==> src/drive_state_defines.svh <==
`ifndef DRIVE_STATE_DEFINES_SVH
`define DRIVE_STATE_DEFINES_SVH

// Parameter addresses
`define OFS_CONTROL 16'h1b02
`define OFS_STATUS 16'h1b04
`define OFS_MODE_SEL 16'h1b06
`define OFS_MODE_ACT 16'h1b08

// Control word fields
`define CW_SWITCH_ON 0
`define CW_EN_VOLTAGE 1
`define CW_QUICK_STOP 2
`define CW_EN_OPERATION 3
`define CW_FAULT_RESET 7
`define CW_HALT 8
`define CW_WRITE_MASK 16'h01ff

// Status word fields
`define SW_READY 0
`define SW_SWITCHED_ON 1
`define SW_OP_ENABLED 2
`define SW_FAULT 3
`define SW_VOLTAGE 4
`define SW_QUICK_STOP 5
`define SW_ON_DISABLED 6
`define SW_WARNING 7
`define SW_HALT 8
`define SW_REMOTE 9
`define SW_MODE_A 10
`define SW_MODE_B 12
`define SW_ERROR 13
`define SW_END 14
`define SW_REF_OK 15

// Operating mode codes
`define MODE_RESERVED 16'h0000
`define MODE_SPEED 16'hfffc
`define MODE_JOG 16'hffff
`define MODE_PROF_POS 16'h0001
`define MODE_PROF_VEL 16'h0003
`define MODE_HOMING 16'h0006
`define MODE_CSP 16'h0008

// Reset values
`define CW_RST 16'h0000
`define MODE_SEL_RST 16'h0001
`define MODE_ACT_RST 16'h0000

// Timing
`define CLK_HZ 20000000
`define WARN_HOLD_MS 100
`define WARN_HOLD_CYCLES (`WARN_HOLD_MS * (`CLK_HZ / 1000))

`endif

==> src/drive_state_pkg.sv <==
package drive_state_pkg;

  typedef enum logic [7:0] {
    ST_NOT_READY = 8'h01,
    ST_ON_DISABLED = 8'h02,
    ST_READY = 8'h04,
    ST_SWITCHED_ON = 8'h08,
    ST_OP_ENABLED = 8'h10,
    ST_QUICK_STOP = 8'h20,
    ST_FAULT_REACT = 8'h40,
    ST_FAULT = 8'h80
  } drive_state_t;

endpackage : drive_state_pkg

==> src/drive_state_control_word.sv <==
// Summary of operation
// Status bit 8 shows whether a halt request is currently active.
// Status bit 9 is 1 when fieldbus owns motion commands, else 0.
// Parameter reads and writes over the fieldbus work regardless of bit 9.
// Status bits 10 and 12 carry flags defined by the active mode.
// Status bit 13 set on errors needing removal; reaction follows class.
// Status bit 14 clears when an operating mode starts.
// After end or interrupt, bit 14 returns to 1 only at standstill.
// Mode started right after another keeps bit 14 at 0.
// Status bit 15 set on valid zero point, kept while stage disabled.
// Enable input rising edge enables the stage, falling edge disables it.
// Fault reset input rising edge: fault to disabled, quick stop to enabled.
// Control word bits: switch on, voltage, quick stop, operation, fault reset, halt.
// Master writes zeros to control word bits 9 to 15.
// Shutdown 110 to ready, 0111 to switched on, bit1 low disables.
// Quick stop bit2 low, 1111 enables operation, bit7 rise resets fault.
// Control bit 8 high requests a halt with halt deceleration.
// Enabling the power stage starts the selected operating mode; entering fault reaction from a disabled state enables it with no mode start.
// Mode selector takes codes -4,-1,1,3,6,8 and acts at once.
// Read-only register shows the active mode in the same codes.
// Operating state encoded in status bits 0,1,2,3,5,6.
// Status bit 7 follows class-0 warning, held 100 ms, fault reset clears.
// Reserved status bit 11 reads 0; reserved control bits ignored.
`timescale 1ns/1ps
`include "drive_state_defines.svh"
module drive_state_control_word
  import drive_state_pkg::*;
#(
  parameter int unsigned WARN_HOLD_CYCLES = `WARN_HOLD_CYCLES
) (
  // Clock and reset
  input wire logic i_clk,
  input wire logic i_reset_n,
  // Fieldbus parameter access
  input wire logic i_par_valid,
  input wire logic i_par_write,
  input wire logic [15:0] i_par_addr,
  input wire logic [15:0] i_par_wdata,
  output logic [15:0] o_par_rdata,
  output logic o_par_ack,
  output logic o_par_err,
  // Discrete signal inputs (pins)
  input wire logic i_enable_pin,
  input wire logic i_fault_reset_pin,
  // Drive internals
  input wire logic i_remote,
  input wire logic i_dc_bus_ok,
  input wire logic i_warning_class0,
  input wire logic i_error_event,
  input wire logic [2:0] i_error_class,
  input wire logic i_error_present,
  input wire logic i_fault_reaction_done,
  input wire logic i_standstill,
  input wire logic i_mode_done,
  input wire logic i_mode_flag_a,
  input wire logic i_mode_flag_b,
  input wire logic i_zero_point_set,
  input wire logic i_zero_point_lost,
  // Drive control outputs
  output logic [15:0] o_status_word,
  output logic [15:0] o_mode_active,
  output logic o_power_stage_en,
  output logic o_mode_start,
  output logic o_halt,
  output logic o_quick_stop,
  output logic o_fault_reaction
);

  drive_state_t state_ff, nxt_state;
  logic [15:0] cw_ff, nxt_cw;
  logic [15:0] mode_sel_ff, nxt_mode_sel;
  logic [15:0] mode_act_ff, nxt_mode_act;
  logic [15:0] status_ff, nxt_status;
  logic [15:0] rdata_ff, nxt_rdata;
  logic ack_ff, nxt_ack;
  logic err_ff, nxt_err;
  logic en_s1_ff, en_s2_ff, en_prev_ff;
  logic fr_s1_ff, fr_s2_ff, fr_prev_ff;
  logic xerr_ff, nxt_xerr;
  logic xend_ff, nxt_xend;
  logic end_pend_ff, nxt_end_pend;
  logic ref_ok_ff, nxt_ref_ok;
  logic qs_by_bus_ff, nxt_qs_by_bus;
  logic start_ff, nxt_start;
  logic halt_ff, nxt_halt;
  logic pse_ff, nxt_pse;
  logic qs_out_ff, nxt_qs_out;
  logic fra_ff, nxt_fra;
  logic warn_hold;

  logic wr_cw, wr_sel, sel_valid;
  logic bus_fault_reset, fault_reset_evt;
  logic cmd_dis_volt, cmd_qstop, cmd_shutdown, cmd_switch_on, cmd_enable_op;
  logic pin_en_rise, pin_en_fall, pin_fr_rise;
  logic halt_req, mode_starts, err_hi, err_qs;

  function automatic logic mode_code_ok(input logic [15:0] code);
    mode_code_ok = (code == `MODE_SPEED) || (code == `MODE_JOG) ||
                   (code == `MODE_PROF_POS) || (code == `MODE_PROF_VEL) ||
                   (code == `MODE_HOMING) || (code == `MODE_CSP);
  endfunction : mode_code_ok

  // Parameter writes are served whoever owns motion
  assign wr_cw = i_par_valid && i_par_write && (i_par_addr == `OFS_CONTROL);
  assign wr_sel = i_par_valid && i_par_write && (i_par_addr == `OFS_MODE_SEL);
  assign sel_valid = mode_code_ok(i_par_wdata);

  // Fault reset on the fieldbus is the 0-to-1 step of bit 7 at write time
  assign bus_fault_reset = i_remote && wr_cw && i_par_wdata[`CW_FAULT_RESET] &&
                           !cw_ff[`CW_FAULT_RESET];
  assign pin_en_rise = en_s2_ff && !en_prev_ff;
  assign pin_en_fall = !en_s2_ff && en_prev_ff;
  assign pin_fr_rise = !i_remote && fr_s2_ff && !fr_prev_ff;
  assign fault_reset_evt = bus_fault_reset || pin_fr_rise;

  // Level commands from the stored word, only while the fieldbus has control
  assign cmd_dis_volt = i_remote && !cw_ff[`CW_EN_VOLTAGE];
  assign cmd_qstop = i_remote && !cw_ff[`CW_QUICK_STOP] && cw_ff[`CW_EN_VOLTAGE];
  assign cmd_shutdown = i_remote && (cw_ff[2:0] == 3'b110);
  assign cmd_switch_on = i_remote && (cw_ff[3:0] == 4'b0111);
  assign cmd_enable_op = i_remote && (cw_ff[3:0] == 4'b1111);
  assign halt_req = i_remote && cw_ff[`CW_HALT];

  assign err_hi = i_error_event && (i_error_class >= 3'd2);
  assign err_qs = i_error_event && (i_error_class == 3'd1);

  always_comb begin
    nxt_state = state_ff;
    nxt_qs_by_bus = qs_by_bus_ff;
    // Operating state machine
    case (state_ff)
      ST_NOT_READY: begin
        nxt_state = ST_ON_DISABLED;
      end
      ST_ON_DISABLED: begin
        if (!i_remote && pin_en_rise && i_dc_bus_ok) begin
          nxt_state = ST_OP_ENABLED;
        end else if (cmd_shutdown && i_dc_bus_ok) begin
          nxt_state = ST_READY;
        end
      end
      ST_READY: begin
        if (cmd_dis_volt || cmd_qstop) begin
          nxt_state = ST_ON_DISABLED;
        end else if (cmd_enable_op || (!i_remote && pin_en_rise)) begin
          nxt_state = ST_OP_ENABLED;
        end else if (cmd_switch_on) begin
          nxt_state = ST_SWITCHED_ON;
        end
      end
      ST_SWITCHED_ON: begin
        if (cmd_dis_volt || cmd_qstop) begin
          nxt_state = ST_ON_DISABLED;
        end else if (cmd_shutdown) begin
          nxt_state = ST_READY;
        end else if (cmd_enable_op || (!i_remote && pin_en_rise)) begin
          nxt_state = ST_OP_ENABLED;
        end
      end
      ST_OP_ENABLED: begin
        if (cmd_dis_volt || (!i_remote && pin_en_fall)) begin
          nxt_state = ST_ON_DISABLED;
        end else if (cmd_qstop || err_qs) begin
          nxt_state = ST_QUICK_STOP;
          nxt_qs_by_bus = cmd_qstop;
        end else if (cmd_shutdown) begin
          nxt_state = ST_READY;
        end else if (cmd_switch_on) begin
          nxt_state = ST_SWITCHED_ON;
        end
      end
      ST_QUICK_STOP: begin
        if (cmd_dis_volt || (!i_remote && pin_en_fall)) begin
          nxt_state = ST_ON_DISABLED;
        end else if (fault_reset_evt && !i_error_present) begin
          nxt_state = ST_OP_ENABLED;
        end else if (cmd_enable_op && qs_by_bus_ff) begin
          nxt_state = ST_OP_ENABLED;
        end
      end
      ST_FAULT_REACT: begin
        if (i_fault_reaction_done || (err_hi && i_error_class >= 3'd3)) begin
          nxt_state = ST_FAULT;
        end
      end
      ST_FAULT: begin
        // Reset refused while the cause stands
        if (fault_reset_evt && !i_error_present) begin
          nxt_state = ST_ON_DISABLED;
        end
      end
      default: begin
        nxt_state = ST_NOT_READY;
      end
    endcase
    if (err_hi && state_ff != ST_FAULT && state_ff != ST_FAULT_REACT) begin
      nxt_state = (i_error_class >= 3'd3) ? ST_FAULT : ST_FAULT_REACT;
    end
  end

  // A mode starts on entering operation enabled or on a new selection in it
  assign mode_starts = (nxt_state == ST_OP_ENABLED) &&
                       ((state_ff != ST_OP_ENABLED) ||
                        (wr_sel && sel_valid && i_par_wdata != mode_act_ff));

  always_comb begin
    nxt_cw = cw_ff;
    nxt_mode_sel = mode_sel_ff;
    nxt_mode_act = mode_act_ff;
    nxt_xerr = xerr_ff;
    nxt_xend = xend_ff;
    nxt_end_pend = end_pend_ff;
    nxt_ref_ok = ref_ok_ff;
    nxt_rdata = rdata_ff;
    nxt_ack = 1'b0;
    nxt_err = 1'b0;
    // Parameter access
    if (wr_cw) begin
      nxt_cw = i_par_wdata & `CW_WRITE_MASK;
    end
    if (wr_sel && sel_valid) begin
      nxt_mode_sel = i_par_wdata;
    end
    if (i_par_valid) begin
      nxt_ack = 1'b1;
      case (i_par_addr)
        `OFS_CONTROL: nxt_rdata = cw_ff;
        `OFS_STATUS: begin
          nxt_rdata = status_ff;
          nxt_err = i_par_write;
        end
        `OFS_MODE_SEL: begin
          nxt_rdata = mode_sel_ff;
          nxt_err = i_par_write && !sel_valid;
        end
        `OFS_MODE_ACT: begin
          nxt_rdata = mode_act_ff;
          nxt_err = i_par_write;
        end
        default: begin
          nxt_rdata = 16'h0000;
          nxt_err = 1'b1;
        end
      endcase
    end
    // Error flag: a new error beats a reset in the same cycle
    if (fault_reset_evt && !i_error_present) begin
      nxt_xerr = 1'b0;
    end
    if (i_error_event && i_error_class != 3'd0) begin
      nxt_xerr = 1'b1;
    end
    // Motion end tracking
    if (mode_starts) begin
      nxt_mode_act = (wr_sel && sel_valid) ? i_par_wdata : mode_sel_ff;
      nxt_xend = 1'b0;
      nxt_end_pend = 1'b0;
    end else begin
      if (!xend_ff && (i_mode_done || halt_req || state_ff != ST_OP_ENABLED)) begin
        nxt_end_pend = 1'b1;
      end
      if ((end_pend_ff || nxt_end_pend) && i_standstill) begin
        nxt_xend = 1'b1;
        nxt_end_pend = 1'b0;
      end
    end
    // Zero point survives stage disable; only loss clears it
    if (i_zero_point_lost) begin
      nxt_ref_ok = 1'b0;
    end
    if (i_zero_point_set) begin
      nxt_ref_ok = 1'b1;
    end
  end

  always_comb begin
    nxt_start = mode_starts;
    nxt_halt = halt_req && (state_ff == ST_OP_ENABLED);
    nxt_pse = (nxt_state == ST_OP_ENABLED) || (nxt_state == ST_QUICK_STOP) ||
              (nxt_state == ST_FAULT_REACT);
    nxt_qs_out = (state_ff == ST_QUICK_STOP);
    nxt_fra = (nxt_state == ST_FAULT_REACT);
    nxt_status = 16'h0000;
    case (state_ff)
      ST_ON_DISABLED: nxt_status[`SW_ON_DISABLED] = 1'b1;
      ST_READY: nxt_status[5:0] = 6'b100001;
      ST_SWITCHED_ON: nxt_status[5:0] = 6'b100011;
      ST_OP_ENABLED: nxt_status[5:0] = 6'b100111;
      ST_QUICK_STOP: nxt_status[5:0] = 6'b000111;
      ST_FAULT_REACT: nxt_status[5:0] = 6'b001111;
      ST_FAULT: nxt_status[`SW_FAULT] = 1'b1;
      default: nxt_status[5:0] = 6'b000000;
    endcase
    nxt_status[`SW_VOLTAGE] = i_dc_bus_ok;
    nxt_status[`SW_WARNING] = warn_hold;
    nxt_status[`SW_HALT] = halt_req;
    nxt_status[`SW_REMOTE] = i_remote;
    nxt_status[`SW_MODE_A] = i_mode_flag_a;
    nxt_status[`SW_MODE_B] = i_mode_flag_b;
    nxt_status[`SW_ERROR] = xerr_ff;
    nxt_status[`SW_END] = xend_ff;
    nxt_status[`SW_REF_OK] = ref_ok_ff;
  end

  always_ff @(posedge i_clk or negedge i_reset_n) begin
    if (!i_reset_n) begin
      state_ff <= ST_NOT_READY;
      qs_by_bus_ff <= 1'b0;
      cw_ff <= `CW_RST;
      mode_sel_ff <= `MODE_SEL_RST;
      mode_act_ff <= `MODE_ACT_RST;
      status_ff <= 16'h0000;
      rdata_ff <= 16'h0000;
      ack_ff <= 1'b0;
      err_ff <= 1'b0;
      en_s1_ff <= 1'b0;
      en_s2_ff <= 1'b0;
      en_prev_ff <= 1'b0;
      fr_s1_ff <= 1'b0;
      fr_s2_ff <= 1'b0;
      fr_prev_ff <= 1'b0;
      xerr_ff <= 1'b0;
      xend_ff <= 1'b1;
      end_pend_ff <= 1'b0;
      ref_ok_ff <= 1'b0;
      start_ff <= 1'b0;
      halt_ff <= 1'b0;
      pse_ff <= 1'b0;
      qs_out_ff <= 1'b0;
      fra_ff <= 1'b0;
    end else begin
      state_ff <= nxt_state;
      qs_by_bus_ff <= nxt_qs_by_bus;
      cw_ff <= nxt_cw;
      mode_sel_ff <= nxt_mode_sel;
      mode_act_ff <= nxt_mode_act;
      status_ff <= nxt_status;
      rdata_ff <= nxt_rdata;
      ack_ff <= nxt_ack;
      err_ff <= nxt_err;
      en_s1_ff <= i_enable_pin;
      en_s2_ff <= en_s1_ff;
      en_prev_ff <= en_s2_ff;
      fr_s1_ff <= i_fault_reset_pin;
      fr_s2_ff <= fr_s1_ff;
      fr_prev_ff <= fr_s2_ff;
      xerr_ff <= nxt_xerr;
      xend_ff <= nxt_xend;
      end_pend_ff <= nxt_end_pend;
      ref_ok_ff <= nxt_ref_ok;
      start_ff <= nxt_start;
      halt_ff <= nxt_halt;
      pse_ff <= nxt_pse;
      qs_out_ff <= nxt_qs_out;
      fra_ff <= nxt_fra;
    end
  end

  // Warning stretch; fault reset clears it at once
  warning_hold #(
    .HOLD_CYCLES(WARN_HOLD_CYCLES)
  ) u_warning_hold (
    .i_clk(i_clk),
    .i_reset_n(i_reset_n),
    .i_warn(i_warning_class0),
    .i_clear(fault_reset_evt),
    .o_hold(warn_hold)
  );

  assign o_par_rdata = rdata_ff;
  assign o_par_ack = ack_ff;
  assign o_par_err = err_ff;
  assign o_status_word = status_ff;
  assign o_mode_active = mode_act_ff;
  assign o_power_stage_en = pse_ff;
  assign o_mode_start = start_ff;
  assign o_halt = halt_ff;
  assign o_quick_stop = qs_out_ff;
  assign o_fault_reaction = fra_ff;
endmodule : drive_state_control_word

==> src/warning_hold.sv <==
`timescale 1ns/1ps
module warning_hold #(
  parameter int unsigned HOLD_CYCLES = 2000000
) (
  // Clock and reset
  input wire logic i_clk,
  input wire logic i_reset_n,
  // Warning level and clear
  input wire logic i_warn,
  input wire logic i_clear,
  // Stretched flag
  output logic o_hold
);
  localparam int unsigned CNT_W = $clog2(HOLD_CYCLES + 1);
  localparam logic [CNT_W-1:0] RELOAD = CNT_W'(HOLD_CYCLES - 1);

  generate
    if (HOLD_CYCLES < 1) begin : bad_hold
      $error("warning_hold: HOLD_CYCLES must be at least 1");
    end
  endgenerate

  logic [CNT_W-1:0] cnt_ff;
  logic [CNT_W-1:0] nxt_cnt;
  logic hold_ff;
  logic nxt_hold;

  // Reload while the warning stands, so the flag outlasts it by the hold time
  always_comb begin
    nxt_cnt = cnt_ff;
    nxt_hold = hold_ff;
    if (i_clear) begin
      nxt_cnt = '0;
      nxt_hold = 1'b0;
    end else if (i_warn) begin
      nxt_cnt = RELOAD;
      nxt_hold = 1'b1;
    end else if (cnt_ff != '0) begin
      nxt_cnt = cnt_ff - CNT_W'(1);
      nxt_hold = 1'b1;
    end else begin
      nxt_hold = 1'b0;
    end
  end

  always_ff @(posedge i_clk or negedge i_reset_n) begin
    if (!i_reset_n) begin
      cnt_ff <= '0;
      hold_ff <= 1'b0;
    end else begin
      cnt_ff <= nxt_cnt;
      hold_ff <= nxt_hold;
    end
  end

  assign o_hold = hold_ff;
endmodule : warning_hold

==> config.mk <==
export PLATFORM = sky130hd
export DESIGN_NAME = drive_state_control_word
export DESIGN_NICKNAME = d
export VERILOG_FILES = /design/src/drive_state_pkg.sv /design/src/drive_state_control_word.sv /design/src/warning_hold.sv
export VERILOG_INCLUDE_DIRS = /design/src
export SDC_FILE = /design/constraint.sdc
export NUM_CORES = 1
export LEC_CHECK = 0
export ABC_CLOCK_PERIOD_IN_PS = 3400
export BUFFER_PORTS_ARGS = -buffer_cell sky130_fd_sc_hd__buf_2
export CAP_MARGIN = 20
export CELL_PAD_IN_SITES_DETAIL_PLACEMENT = 0
export CELL_PAD_IN_SITES_GLOBAL_PLACEMENT = 1
export CORE_MARGIN = 3
export CORE_UTILIZATION = 43
export DETAILED_ROUTE_END_ITERATION = 10
export GPL_ROUTABILITY_DRIVEN = 0
export PLACE_DENSITY_LB_ADDON = 0.25
export SKIP_LAST_GASP = 1
export SYNTH_ARGS = -nofsm -noshare
export SYNTH_HDL_FRONTEND = slang
export SYNTH_SLANG_ARGS = --single-unit
export TNS_END_PERCENT = 5
==> constraint.sdc <==
create_clock -name i_clk -period 3.4 [get_ports i_clk]
set_clock_uncertainty 0.1 [all_clocks]
set_input_delay 1.02 -clock i_clk [delete_from_list [all_inputs] [get_ports i_clk]]
set_output_delay 1.02 -clock i_clk [all_outputs]
set_load 0.01 [all_outputs]
==> flow_summary.yaml, run 1 <==
synth:
  synth.yosys.seq_area_share_pct: 52.5
  synth.area.top_cells: "dfrtp_1 (51%), mux2_2 (4.3%), xnor2_1 (4.3%)"
  synth.distinct_cells: 63
  synth_fp_nets: 589
  syn-cell-area_um2: 5720
  postSynth.asyncResetShare_pct: 100
  synth_edf_count: 0
  synth_seq_cells: 120
  avgSynthCellArea_um2: 10.7
  synth_ff_type: "dfrtp_1"
  synthCells: 535
  yosysTopAreaCellShare_pct: 51.2
  synth_top_cell_by_area: "dfrtp_1"
  yosysWarningCount: 0
setup_path:
  end_kind: "flop"
  critPathMaxFanout: 17
  path_class: "in2reg"
  reg2regPathDepth: 8
  start_kind: "input port"
  reg2reg_slack_ps: 400
  r2r_end: "o_mode_active[4]$_DFFE_PN0P_"
  cp_data_arrival_time_ps: 3380
  critPathLaunch: "i_par_addr[6]"
  rr_startpoint: "state_ff[5]$_DFF_PN0_"
  critical_path_required_ps: 3600
clocking:
  numCtsBuffers: 17
  cts.sinks: 120
  cts_buffer_depth: 2
  cts_tree: "yes"
  clock_latency_ps: 420
  cts_setup_buffers: 0
  cts-root-buf: "clkbuf_16"
  ctsResizeCount: 0
  cts_hold_buf: 0
  path_clk_slew_ps: 60
  cts_htree_levels: 4
drt:
  dr_total_vias: 4715
  initialDrtViolationCount: 424
  wl_met3_um: 911
  dr.pass1.iters: 8
  routed_wl_um: 15300
  wl_per_cell_um: 17.7
  wl_met2_um: 7550
  m1WireLength_um: 6700
  viasPerCell: 5.46
  ant_nets: 0
  drc: 0
  route.top_layer_used: "met4"
sta:
  hold_ws_ps: 251
  rsz0062_at_grt: "false"
  fin_crit_ps: 3180
  worst_slack_ps: 222
  worst_pin_slew_ps: 625
  period_share_pct: 93.5
  slew_viol_final: 0
  hold_violations: 0
  setup_viol: 0
  maxSlewHeadroom_pct: 57.9
  fmaxAchievable_mhz: 315
min_path:
  holdPathEnd: "o_status_word[7]$_DFF_PN0_"
  min_from: "u_warning_hold.o_hold$_DFF_PN0_"
  hold_path.class: "reg2reg"
  holdPathStages: 0
grt:
  antenna_found_initial: 0
  grt-ovfl-total: 0
  grt_max_degree: 64
  track_usage_pct: 21.3
  grt_pass1_wl_um: 24200
  grt_pass1_vias: 4642
placed_design:
  port_buffers: 106
  placed_cells: 831
  place_ws_ps: -211
  dp_hpwl_um: 11100
power_and_ir_drop:
  cell_internal_pwr_uw: 2790
  combPwrFrac_pct: 15.1
  ir_drop_mv: 0.362
  p_per_area_nw_per_um2: 536
  seqPwrFrac_pct: 41.1
  p_clk_share_pct: 43.7
  netSwitchingPower_uw: 1110
  swShare_pct: 28.5
  cellLeakagePower_uw: 0.00338
final_layout:
  drive_above_1_share_pct: 31.7
  fillerInstances: 1157
  diodes: 0
  layout.cells.non_filler: 863
  syn_to_final_growth_pct: 27.3
  final_cell_mix: "dfrtp_1 (117), buf_2 (105), nand2_1 (43), buf_4 (36), a21oi_1 (31)"
  num-nets-final: 732
  layout_commonest_cell: "dfrtp_1"
floorplan:
  coreArea_um2: 12800
  design.die.area_um2: 14700
  pin_count: 108
  die_x_um: 121
  initial_core_util_pct: 44.6
  num_rows: 41
  dieHeight_um: 121
run_status:
  status: "finished, final reports clean"
flow_run:
  drv_cap: 0
## power groups by stage
stage | Clock [µW] | Sequential [µW] | Combinational, µW
finish | 1710 | 1600 | 590
global route | 1820 | 1620 | 660
CTS | 1740 | 1600 | 596
detailed placement | 0 | 1630 | 592
global placement | 0 | 1620 | 591
floorplan | 0 | 1620 | 326
## area by class of cell
type / count / area [µm²] / share of cell area [%]
Sequential cell: 120 / 3010 / 41.3
Multi-Input combinational cell: 367 / 2530 / 34.7
Timing Repair Buffer: 144 / 856 / 11.8
Clock buffer: 17 / 425 / 5.84
Tap cell: 172 / 215 / 2.96
Clock inverter: 15 / 144 / 1.98
Inverter: 28 / 105 / 1.44
## worst max path at each step
stage                               endpoint  slack, ps  cells past startpoint
6_report        o_mode_active[4]$_DFFE_PN0P_        220                      8
5_1_grt         o_mode_active[8]$_DFFE_PN0P_        170                      8
4_1_cts         o_mode_active[4]$_DFFE_PN0P_        220                      8
3_5_place_dp   o_mode_active[15]$_DFFE_PN0P_       -210                      8
3_3_place_gp    o_mode_active[1]$_DFFE_PN0P_       -170                      8
2_1_floorplan  o_mode_active[10]$_DFFE_PN0P_       -230                      7
## metal layers
metal	track usage (%)	vias to the layer above
met1	27.9	2303
met3	5.59	8
li1	-	2257
met5	0	-
met4	5.88	0
met2	35.1	147
## synth_stat cells, drive strengths merged (7+ instances only)
cell and instances:
nor2 23, clkbuf 18, nand3 12, a22o 9, a21oi 31, xor2 7, xnor2 28, nand2 43
dfrtp 117, or4 7, inv 28, nor4 13, or3 9, o22ai 17, o21ai 19, mux2 29
nor3 21, a221oi 9, and2 7, nand2b 10
## through the flow
stage	util [%]	power, µW	area [µm²]	TNS [ps]
floorplan	-	1950	5730	-2560
global placement	52.3	2210	6710	-2640
detailed placement	52.3	2220	6710	-3280
CTS	56.8	3940	7280	0
global route	56.8	4090	7280	0
finish	56.8	3900	7280	0
## state kept, by name, indices dropped and copies added, names as in the netlist, 8 cells and up
signal	cells
u_warning_hold.cnt_ff	21
mode_sel_ff	16
o_mode_active	16
o_par_rdata	16
o_status_word	15
cw_ff	9
state_ff	8
## cell families after synthesis
group | Yosys count | synth area share (%)
and+or+nand+nor | 182 | 18.5
DFF | 120 | 52.5
AOI/OAI and AO/OA | 118 | 14.1
buffers and inverters | 48 | 3.35
xor gates and xnor gates | 35 | 5.36
muxes | 30 | 5.88
adders and majority gates | 1 | 0.219
other | 1 | 0.0655
## worst max-delay path, stage by stage
cell	delay, ps
buf_2	100
or4b_4	570
nor4_4	340
a31oi_2	140
or3_4	410
a211oi_4	240
buf_12	200
mux2_2	350
Note: power is estimated with default switching activity, not from simulation.
==> run 2, diff against run 1 <==
ABC_CLOCK_PERIOD_IN_PS = not set   (was 3400)
CORE_UTILIZATION = 39   (was 43)
clock period = 2.75 ns   (was 3.4 ns; I/O delays follow)
==> flow_summary.yaml, run 2 (same netlist as run 1, synthesis figures left out) <==
run_status:
  status: "finished, violations left"
  violations: "negative setup slack"
sta:
  maxSlewHeadroom_pct: 64.8
  hold_ws_ps: 246
  fin_crit_ps: 3030
  worst_pin_slew_ps: 523
  slew_viol_final: 0
  worst_slack_ps: -282
  period_share_pct: 110
  rsz0062_at_grt: "true"
  setup_viol: 32
  hold_violations: 0
  fmaxAchievable_mhz: 330
setup_path:
  end_kind: "flop"
  reg2regPathDepth: 9
  cp_slowest_cell: "or4_4"
  critPathMaxFanout: 4
  path_class: "in2reg"
  critPathLaunch: "i_par_addr[0]"
  critical_path_required_ps: 2940
  crit_top_cell: "buf_6"
  start_kind: "input port"
  rr_startpoint: "state_ff[4]$_DFF_PN0_"
  cp_data_arrival_time_ps: 3220
  max_stage_delay_ps: 540
  path_cells: "buf_6, or4_4, nor4_4, a31oi_2, or3_4, a211oi_4, buf_6, clkbuf_16, mux2_2"
clocking:
  path_clk_slew_ps: 60
  numCtsBuffers: 17
  clock_latency_ps: 410
  cts.sinks: 120
  cts_hold_buf: 0
  cts-root-buf: "clkbuf_16"
  cts_buffer_depth: 2
  cts_htree_levels: 4
  cts_tree: "yes"
grt:
  track_usage_pct: 20.9
  antenna_found_initial: 0
  grt-ovfl-total: 0
  grt_max_degree: 34
  grt_pass1_wl_um: 26600
  grt_pass1_vias: 5162
flow_run:
  drv_cap: 0
floorplan:
  die_x_um: 127
  design.die.area_um2: 16200
  coreArea_um2: 14100
  pin_count: 108
  dieHeight_um: 127
  initial_core_util_pct: 40.6
  num_rows: 43
drt:
  dr_total_vias: 4993
  viasPerCell: 5.40
  ant_nets: 0
  routed_wl_um: 16300
  wl_per_cell_um: 17.7
  dr.pass1.iters: 7
  initialDrtViolationCount: 295
  drc: 0
placed_design:
  place_ws_ps: -707
  port_buffers: 106
  dp_hpwl_um: 12100
final_layout:
  syn_to_final_growth_pct: 35.6
  diodes: 0
  layout_commonest_cell: "dfrtp_1"
  num-nets-final: 785
  final_cell_mix: "dfrtp_1 (117), buf_2 (103), buf_4 (85), nand2_1 (43), a21oi_1 (31)"
  drive_above_1_share_pct: 35.9
  regMostFlops: "u_warning_hold.cnt_ff"
  finalCoreUtilization_pct: 55.0
  largest_register_ffs: 21
min_path:
  hold_path.class: "reg2reg"
  holdPathStages: 0
  min_from: "fr_s1_ff$_DFF_PN0_"
power_and_ir_drop:
  p_per_area_nw_per_um2: 654
  ir_drop_mv: 0.454
  cellLeakagePower_uw: 0.00365
run 2: cell count changes in the layout (fill, tap and decap cells not counted), sizes merged:
cell / delta
buf: +52
bufinv: +1
clkbuf: +10
clkinv: -5
clkinvlp: +1
inv: -6
run 2: stage by stage:
step / cells / power [µW] / cell area (µm²) / setup TNS [ps]
4_1_cts: 923 / 5110 / 7730 / -4820
6_report: 924 / 5070 / 7760 / -4180
3_3_place_gp: 883 / 2890 / 7070 / -22510
5_1_grt: 924 / 5300 / 7760 / -10090
2_1_floorplan: 535 / 2410 / 5730 / -15230
3_5_place_dp: 883 / 2910 / 7070 / -23210
run 2: path summary, 6_finish.rpt:
check | end | slack (ps)
max in group asynchronous | mode_sel_ff[0]$_DFF_PN1_ | 1620
worst max register to register | o_mode_active[6]$_DFFE_PN0P_ | -240
worst max-delay path | o_mode_active[6]$_DFFE_PN0P_ | -280
min in group asynchronous | ref_ok_ff$_DFFE_PN0P_ | 270
worst min register to register | fr_s2_ff$_DFF_PN0_ | 250
worst min-delay path | fr_s2_ff$_DFF_PN0_ | 250
run 2: where the power goes:
part	leakage, µW	switching (µW)	internal [µW]
clock	0.000267	777	1410
sequential	0.00155	69.9	1880
combinational	0.00183	501	435
total	0.00365	1350	3730
run 2: metal layers:
metal  vias to the layer above  global-route usage, %  wire length, µm
met5                         -                      0                0
met4                         0                   7.13              264
met3                        18                   4.97              823
met2                       140                   34.5             8000
met1                      2478                   27.0             7260
li1                       2357                      -                -
run 2: repair_timing:
item / 4_1_cts / 5_1_grt
buffers inserted: 7 / 1
pin swaps: 5 / 4
cloned: 1 / 1
setup endpoints to repair: 24 / 63
resized for setup: 3 / 4
run 2: critical path: cells and delay by family:
| kind | cells | cell delay, ps |
|---|---|---|
| simple gates | 3 | 1250 |
| mux | 1 | 320 |
| compound gates | 2 | 430 |
| buf+inv | 3 | 390 |
run 2: area by class of cell:
type | instances | area [µm²]
flip-flops and latches | 120 | 3010
fillers | 1269 | 6340
clock buffers | 26 | 489
well taps | 180 | 225
inverters | 28 | 105
multi-input cells | 367 | 2540
repair buffers | 197 | 1300
clock inverters | 6 | 90.1
